`src/verilog/phy_mgmt_pkg.sv`:
```
// constants and carrier types for the phy status and interrupt mask bank
// assumes a 5-bit management register address space, 16-bit words
package phy_mgmt_pkg;

  // management register addresses
  localparam logic [4:0] ADDR_BASIC_STATUS = 5'h01;
  localparam logic [4:0] ADDR_AN_EXPANSION = 5'h06;
  localparam logic [4:0] ADDR_LIVE_STATE = 5'h11;
  localparam logic [4:0] ADDR_IRQ_MASK = 5'h12;
  localparam logic [4:0] ADDR_EVENT = 5'h13;

  // live_phy_state field positions
  localparam int LS_SPEED_100 = 14;
  localparam int LS_TX_ACTIVE = 13;
  localparam int LS_RX_ACTIVE = 12;
  localparam int LS_COLLISION = 11;
  localparam int LS_LINK_UP = 10;
  localparam int LS_FULL_DUPLEX = 9;
  localparam int LS_AUTONEG_ON = 8;
  localparam int LS_AUTONEG_DONE = 7;
  localparam int LS_POLARITY_REV = 5;
  localparam int LS_PAUSE = 4;
  localparam int LS_ERROR = 3;

  // event_irq_mask field positions
  localparam int IM_AUTONEG_DONE = 7;
  localparam int IM_SPEED = 6;
  localparam int IM_DUPLEX = 5;
  localparam int IM_LINK = 4;
  localparam int IM_GLOBAL_EN = 1;
  localparam int IM_TEST_FORCE = 0;

  // event register field positions
  localparam int EV_AUTONEG_DONE = 7;
  localparam int EV_SPEED = 6;
  localparam int EV_DUPLEX = 5;
  localparam int EV_LINK = 4;
  localparam int EV_IRQ_PENDING = 2;

  // event vector order inside the block: {autoneg, speed, duplex, link}
  localparam int EVI_AUTONEG = 3;
  localparam int EVI_SPEED = 2;
  localparam int EVI_DUPLEX = 1;
  localparam int EVI_LINK = 0;

  // reset values
  localparam logic [15:0] LIVE_STATE_RESET = 16'h0000;
  localparam logic [15:0] IRQ_MASK_RESET = 16'h0000;
  localparam logic [15:0] RDATA_RESET = 16'h0000;

  // live status from the phy core, levels
  typedef struct packed {
    logic speed_100;
    logic tx_active;
    logic rx_active;
    logic collision;
    logic link_up;
    logic full_duplex;
    logic autoneg_on;
    logic autoneg_done;
    logic polarity_rev;
    logic pause_capable;
  } phy_live_t;

  // fault events from the phy core, one-cycle pulses
  typedef struct packed {
    logic remote_fault;
    logic jabber;
    logic par_detect_fault;
  } phy_fault_t;

  // management register access request
  typedef struct packed {
    logic rd;
    logic wr;
    logic [4:0] addr;
    logic [15:0] wdata;
  } mgmt_req_t;

  // management read answer
  typedef struct packed {
    logic valid;
    logic [15:0] data;
  } mgmt_rsp_t;

endpackage

```
`src/verilog/phy_status_irq_regs.sv`:
```
// live phy status word, interrupt mask word and the event latches behind
// the management interrupt pin.
// assumes one clock, a register access port from the management serial
// engine (one-cycle rd/wr strobes) and phy core status levels and pulses.
`timescale 1ns/10ps

// Contract
// - bit 17.14 high in 100 mbit mode
// - bit 17.13 follows transmit activity
// - bit 17.12 follows receive activity
// - bit 17.11 shows current collision
// - bit 17.10 shows link up
// - bit 17.9 shows full duplex
// - bit 17.8 shows auto-negotiation mode
// - bit 17.7 mirrors negotiation complete
// - bit 17.5 shows reversed receive polarity
// - bit 17.4 shows pause capability
// - bit 17.3 set on any fault
// - error cleared by reading source registers
// - negotiation-done interrupt gated by mask bit 7
// - speed-change interrupt gated by mask bit 6
// - duplex-change interrupt gated by mask bit 5
// - link-change interrupt gated by mask bit 4
// - global enable bit 1 gates interrupts
// - test bit 0 forces interrupt
// - change events latched, cleared on event read
// - bit 19.2 shows interrupt pending
module phy_status_irq_regs (
  // clock and reset
  input wire logic clock,
  input wire logic rst,
  // phy core status
  input wire phy_mgmt_pkg::phy_live_t live,
  input wire phy_mgmt_pkg::phy_fault_t fault,
  // management register access
  input wire phy_mgmt_pkg::mgmt_req_t req,
  output phy_mgmt_pkg::mgmt_rsp_t rsp,
  // management interrupt, active low
  output logic mgmt_irq_n
);
  import phy_mgmt_pkg::*;

  typedef struct packed {
    logic autoneg_done_mask;
    logic speed_change_mask;
    logic duplex_change_mask;
    logic link_change_mask;
    logic irq_global_enable;
    logic irq_test_force;
    phy_live_t live_prev;
    logic [3:0] event_latch;
    logic [2:0] fault_latch;
    logic irq_pending;
    logic [15:0] rdata;
    logic rvalid;
  } state_t;

  state_t state_reg;
  state_t state_next;
  logic [3:0] event_now;
  logic [3:0] event_mask;
  logic [15:0] live_word_now;
  logic [15:0] mask_word_now;
  logic [15:0] event_word_now;
  logic rd_live;
  logic rd_mask;
  logic rd_event;
  logic rd_basic;
  logic rd_anx;
  logic wr_mask;

  // live status word; reserved bits 15, 6, 2..0 stay zero
  function automatic logic [15:0] live_word(input phy_live_t s,
                                            input logic err);
    logic [15:0] w;
    w = LIVE_STATE_RESET;
    w[LS_SPEED_100] = s.speed_100;
    w[LS_TX_ACTIVE] = s.tx_active;
    w[LS_RX_ACTIVE] = s.rx_active;
    w[LS_COLLISION] = s.collision;
    w[LS_LINK_UP] = s.link_up;
    w[LS_FULL_DUPLEX] = s.full_duplex;
    w[LS_AUTONEG_ON] = s.autoneg_on;
    w[LS_AUTONEG_DONE] = s.autoneg_done;
    // polarity flag, meaningless at 100 mbit
    w[LS_POLARITY_REV] = s.polarity_rev;
    w[LS_PAUSE] = s.pause_capable;
    w[LS_ERROR] = err;
    return w;
  endfunction

  // register decode, used for both read and write strobes
  function automatic logic hit(input mgmt_req_t r, input logic [4:0] a);
    return r.addr == a;
  endfunction

  // strobes per register
  assign rd_live = req.rd && hit(req, ADDR_LIVE_STATE);
  assign rd_mask = req.rd && hit(req, ADDR_IRQ_MASK);
  assign rd_event = req.rd && hit(req, ADDR_EVENT);
  assign rd_basic = req.rd && hit(req, ADDR_BASIC_STATUS);
  assign rd_anx = req.rd && hit(req, ADDR_AN_EXPANSION);
  assign wr_mask = req.wr && hit(req, ADDR_IRQ_MASK);

  // change detection against last sampled status
  // negotiation done counts only on its rising edge
  assign event_now[EVI_AUTONEG] = live.autoneg_done &&
                                  !state_reg.live_prev.autoneg_done;
  assign event_now[EVI_SPEED] = live.speed_100 ^
                                state_reg.live_prev.speed_100;
  assign event_now[EVI_DUPLEX] = live.full_duplex ^
                                 state_reg.live_prev.full_duplex;
  assign event_now[EVI_LINK] = live.link_up ^ state_reg.live_prev.link_up;

  // mask vector in event order
  assign event_mask = {state_reg.autoneg_done_mask,
                       state_reg.speed_change_mask,
                       state_reg.duplex_change_mask,
                       state_reg.link_change_mask};

  // read views of the three words
  assign live_word_now = live_word(live, |state_reg.fault_latch);

  // reserved mask bits read zero regardless of what was written
  always_comb begin
    mask_word_now = IRQ_MASK_RESET;
    mask_word_now[IM_AUTONEG_DONE] = state_reg.autoneg_done_mask;
    mask_word_now[IM_SPEED] = state_reg.speed_change_mask;
    mask_word_now[IM_DUPLEX] = state_reg.duplex_change_mask;
    mask_word_now[IM_LINK] = state_reg.link_change_mask;
    mask_word_now[IM_GLOBAL_EN] = state_reg.irq_global_enable;
    mask_word_now[IM_TEST_FORCE] = state_reg.irq_test_force;
  end

  // event word; bit 7 reports live negotiation status
  always_comb begin
    event_word_now = LIVE_STATE_RESET;
    event_word_now[EV_AUTONEG_DONE] = live.autoneg_done;
    event_word_now[EV_SPEED] = state_reg.event_latch[EVI_SPEED];
    event_word_now[EV_DUPLEX] = state_reg.event_latch[EVI_DUPLEX];
    event_word_now[EV_LINK] = state_reg.event_latch[EVI_LINK];
    event_word_now[EV_IRQ_PENDING] = state_reg.irq_pending;
  end

  // next state
  always_comb begin
    state_next = state_reg;
    state_next.live_prev = live;

    // reserved bits of the write are dropped
    if (wr_mask) begin
      state_next.autoneg_done_mask = req.wdata[IM_AUTONEG_DONE];
      state_next.speed_change_mask = req.wdata[IM_SPEED];
      state_next.duplex_change_mask = req.wdata[IM_DUPLEX];
      state_next.link_change_mask = req.wdata[IM_LINK];
      state_next.irq_global_enable = req.wdata[IM_GLOBAL_EN];
      state_next.irq_test_force = req.wdata[IM_TEST_FORCE];
    end

    // clear on event read, a new edge wins over the clear
    if (rd_event) begin
      state_next.event_latch = event_now;
    end else begin
      state_next.event_latch = state_reg.event_latch | event_now;
    end

    // remote fault and jabber live in basic status
    // parallel detect fault in negotiation expansion
    state_next.fault_latch[2] = (state_reg.fault_latch[2] && !rd_basic) ||
                                fault.remote_fault;
    state_next.fault_latch[1] = (state_reg.fault_latch[1] && !rd_basic) ||
                                fault.jabber;
    // only a new parallel detect fault sets latch bit 0
    state_next.fault_latch[0] = (state_reg.fault_latch[0] && !rd_anx) ||
                                fault.par_detect_fault;

    // test bit forces regardless of enable
    state_next.irq_pending = state_reg.irq_test_force ||
                             (state_reg.irq_global_enable &&
                              |(state_next.event_latch & event_mask));

    // one-cycle read answer; unmapped addresses read zero
    state_next.rvalid = req.rd;
    if (rd_live) begin
      state_next.rdata = live_word_now;
    end else if (rd_mask) begin
      state_next.rdata = mask_word_now;
    end else if (rd_event) begin
      state_next.rdata = event_word_now;
    end else if (req.rd) begin
      state_next.rdata = RDATA_RESET;
    end
  end

  // state register
  // every defined bit comes out of reset as zero
  always_ff @(posedge clock or posedge rst) begin
    if (rst) begin
      state_reg <= '0;
    end else begin
      state_reg <= state_next;
    end
  end

  // outputs straight from flops
  assign rsp.valid = state_reg.rvalid;
  assign rsp.data = state_reg.rdata;
  assign mgmt_irq_n = !state_reg.irq_pending;

endmodule

```
`config.mk`:
```
export PLATFORM = sky130hd
export DESIGN_NAME = phy_status_irq_regs
export DESIGN_NICKNAME = d
export VERILOG_FILES = /design/src/verilog/phy_mgmt_pkg.sv /design/src/verilog/phy_status_irq_regs.sv
export SDC_FILE = /design/constraint.sdc
export NUM_CORES = 1
export LEC_CHECK = 0
export ABC_CLOCK_PERIOD_IN_PS = 1600
export BUFFER_PORTS_ARGS = -buffer_cell sky130_fd_sc_hd__buf_2
export CAP_MARGIN = 20
export CORE_MARGIN = 4
export CORE_UTILIZATION = 25
export CTS_BUF_LIST = sky130_fd_sc_hd__clkbuf_16
export DETAILED_ROUTE_END_ITERATION = 12
export PLACE_DENSITY = 0.53
export SYNTH_ARGS = -nofsm -noshare
export SYNTH_HDL_FRONTEND = slang
export SYNTH_SLANG_ARGS = --single-unit
```
`constraint.sdc`:
```
create_clock -name clock -period 1.6 [get_ports clock]
set_clock_uncertainty 0.1 [all_clocks]
set_input_delay 0.24 -clock clock [delete_from_list [all_inputs] [get_ports clock]]
set_output_delay 0.24 -clock clock [all_outputs]
set_load 0.01 [all_outputs]
```
==> impl_metrics.env <==
export IMPL_status="finished, final reports clean"
export IMPL_die_area_sq_mm=0.007166
export IMPL_min_period_over_period_pct=84.07
export IMPL_rsz0062_at_grt="no"
export IMPL_ant_nets=0
export IMPL_yosysMostFrequentCell="dfrtp_1"
export IMPL_die_x_um=84.65
export IMPL_ys_seq_area_share_pct=57.92
export IMPL_cts_sinks=34
export IMPL_critPathKind="input port to flop"
export IMPL_setup_slack_ps=254.9
export IMPL_route_vias_total=1016
export IMPL_viasPerCell=4.323
export IMPL_ios=56
export IMPL_utilization_pct=33.53
export IMPL_maxSlewViolCount=0
export IMPL_power_leakage_nw=0.9333
export IMPL_antenna_found_initial=0
export IMPL_setup_worst_path_start_class="input port"
export IMPL_synth_edff_count=0
export IMPL_syn_num_nets=155
export IMPL_route_detailed_drc=0
export IMPL_fin_hold_ws_ps=18.23
export IMPL_synth_ff_type="dfrtp_1"
export IMPL_h_tree_depth=2
export IMPL_fill_cells=590
export IMPL_rows=27
export IMPL_crit_arrival_ps=1380
export IMPL_avgSynthCellArea_sq_um=12.55
export IMPL_portBuffers=44
export IMPL_layout_nets=200
export IMPL_hold_violations=0
export IMPL_die_h_um=84.65
export IMPL_vdd_ir_drop_max_mv=0.4191
export IMPL_synth_area_leaders="dfrtp_1, buf_4, a22o_1"
export IMPL_initial_core_util_pct=26.19
export IMPL_setup_viol=0
export IMPL_worstPathRequired_ps=1640
export IMPL_grt_use_total_pct=9.298
export IMPL_grt_overflow=0
export IMPL_syn_inst=117
export IMPL_grt_pass1_vias=1110
export IMPL_min_path_type="input port to flop"
export IMPL_setup_tns_ps=0
export IMPL_dr_pass1_iters=5
export IMPL_wl_per_cell_um=13.57
export IMPL_largest_reg_flops=16
export IMPL_synth_async_reset_ratio_pct=100.0
export IMPL_ys_warn_count=0
export IMPL_clock_latency_ps=270
export IMPL_synth_distinct_cells=30
export IMPL_cp_max_fo=4
export IMPL_synth_seq_cells=34
export IMPL_grt_max_degree=35
export IMPL_dp_hpwl_um=2471
export IMPL_routed_wl_um=3188
export IMPL_synth_top_area_cell="dfrtp_1"
export IMPL_gp_congestion=0.6891
export IMPL_cts_clk_slew_worst_paths_ps=50
export IMPL_power_mw=2.029
export IMPL_post_route_min_period_ps=1345
export IMPL_n_antenna_cell=0
export IMPL_drt_initial_drc_count=40
export IMPL_drv_cap=0
export IMPL_power_density_mw_per_mm2=1079
export IMPL_root_buffer="clkbuf_16"
export IMPL_cts_tree="yes"
export IMPL_fmax_mhz=743.4
export IMPL_core_area_sq_mm=0.005608
export IMPL_grt_pass1_wl_um=5202
export IMPL_ys_top_cells_by_count="dfrtp_1, buf_4, a22o_1"
export IMPL_cts_buffer_depth=2
export IMPL_syn_cell_area_sq_mm=0.001469
export IMPL_cts_buffers_inserted=5
export IMPL_synth_top_area_share_pct=57.92
export IMPL_regToRegSetupSlack_ps=320
export IMPL_dp_slack_ps=-31.97
export IMPL_synthToLayoutAreaGrowth_pct=28.02
export IMPL_crit_path_end_kind="flop"
export IMPL_drive_gt1_share_pct=40.49
[repair_timing]
action,CTS,global route
gates resized for setup,0,0
hold buffers,1,0
endpoints found under the hold margin,34,0
buffers inserted,0,0
[power by group]
part / switching [mW] / internal, mW / total (mW)
Sequential: 0.0361 / 0.918 / 0.955
Clock: 0.309 / 0.560 / 0.869
Combinational: 0.105 / 0.100 / 0.205
Total: 0.450 / 1.58 / 2.03
[critical path: stages]
cell,delay (ps)
buf_2,100
nand3b_1,210
or2_1,300
a21o_1,210
a22oi_1,210
o211ai_1,120
[stage by stage]
step           std cells  cell area, sq um
2_1_floorplan        117              1469
3_3_place_gp         226              1733
5_1_grt              235              1881
4_1_cts              235              1881
6_report             235              1881
3_5_place_dp         226              1733
[cell usage in the layout, fill, tap and decap left out]
cell type      Yosys  layout
buf_2              1      44
dfrtp_1           34      34
buf_4             17      12
a22o_1            10      10
inv_1              6       7
a21o_1             6       6
mux2_1             6       6
clkbuf_16          0       5
nand2_1            4       4
nand3_1            4       4
nor2_1             3       3
xor2_1             3       3
nand3b_1           2       2
o2bb2ai_1          2       2
a222oi_1           2       2
a21oi_1            2       2
nand3b_2           1       1
nor4b_4            1       1
nor3_2             1       1
or2_1              1       1
or4_1              1       1
nor4b_1            1       1
a22oi_1            1       1
a31oi_1            1       1
o211ai_1           1       1
or3_1              1       1
mux2i_1            1       1
o41ai_1            1       1
nand2_2            1       1
conb_1             1       1
clkinv_2           0       1
clkinv_1           0       1
dlygate4sd3_1      0       1
[final timing paths]
kind | cells past startpoint | from | end
setup reg to reg | 4 | state_reg[30] | event_word_now[2]
max in group asynchronous | 4 | rst | state_reg[19]
min in group asynchronous | 4 | rst | rsp[3]
hold / removal | 1 | live[2] | state_reg[27]
setup / recovery | 6 | req[19] | event_word_now[2]
hold reg to reg | 1 | state_reg[19] | state_reg[19]
[cells by family (layout without fill, tap and decap cells)]
kind of cell | count (synthesis) | after routing | synth area share, %
xor gates and xnor gates | 3 | 3 | 1.789
DFF | 34 | 34 | 57.92
and+or+nand+nor | 21 | 21 | 9.626
buffers and inverters | 25 | 71 | 10.82
other | 1 | 1 | 0.2553
AOI/OAI and AO/OA | 26 | 26 | 14.31
muxes | 7 | 7 | 5.281
[layer usage]
metal | track usage (%) | part of all wire, % | vias to the layer above
met5 | 0 | 0 | -
met4 | 3.022 | 0.78 | 0
met3 | 5.201 | 9.5 | 2
met2 | 15.23 | 49 | 38
met1 | 10.22 | 41 | 485
li1 | - | - | 491
[layout make-up]
cell class / count / area (sq um) / share of cell area (%)
sequential: 34 / 850.8 / 45.24
clock inverter: 3 / 12.51 / 0.6653
multi-input combinational: 58 / 459.2 / 24.42
inverter: 6 / 22.52 / 1.198
tap: 72 / 90.09 / 4.790
clock buffer: 5 / 125.1 / 6.653
timing repair buffer: 57 / 320.3 / 17.03
No activity file was read; power rests on OpenSTA's default activity.
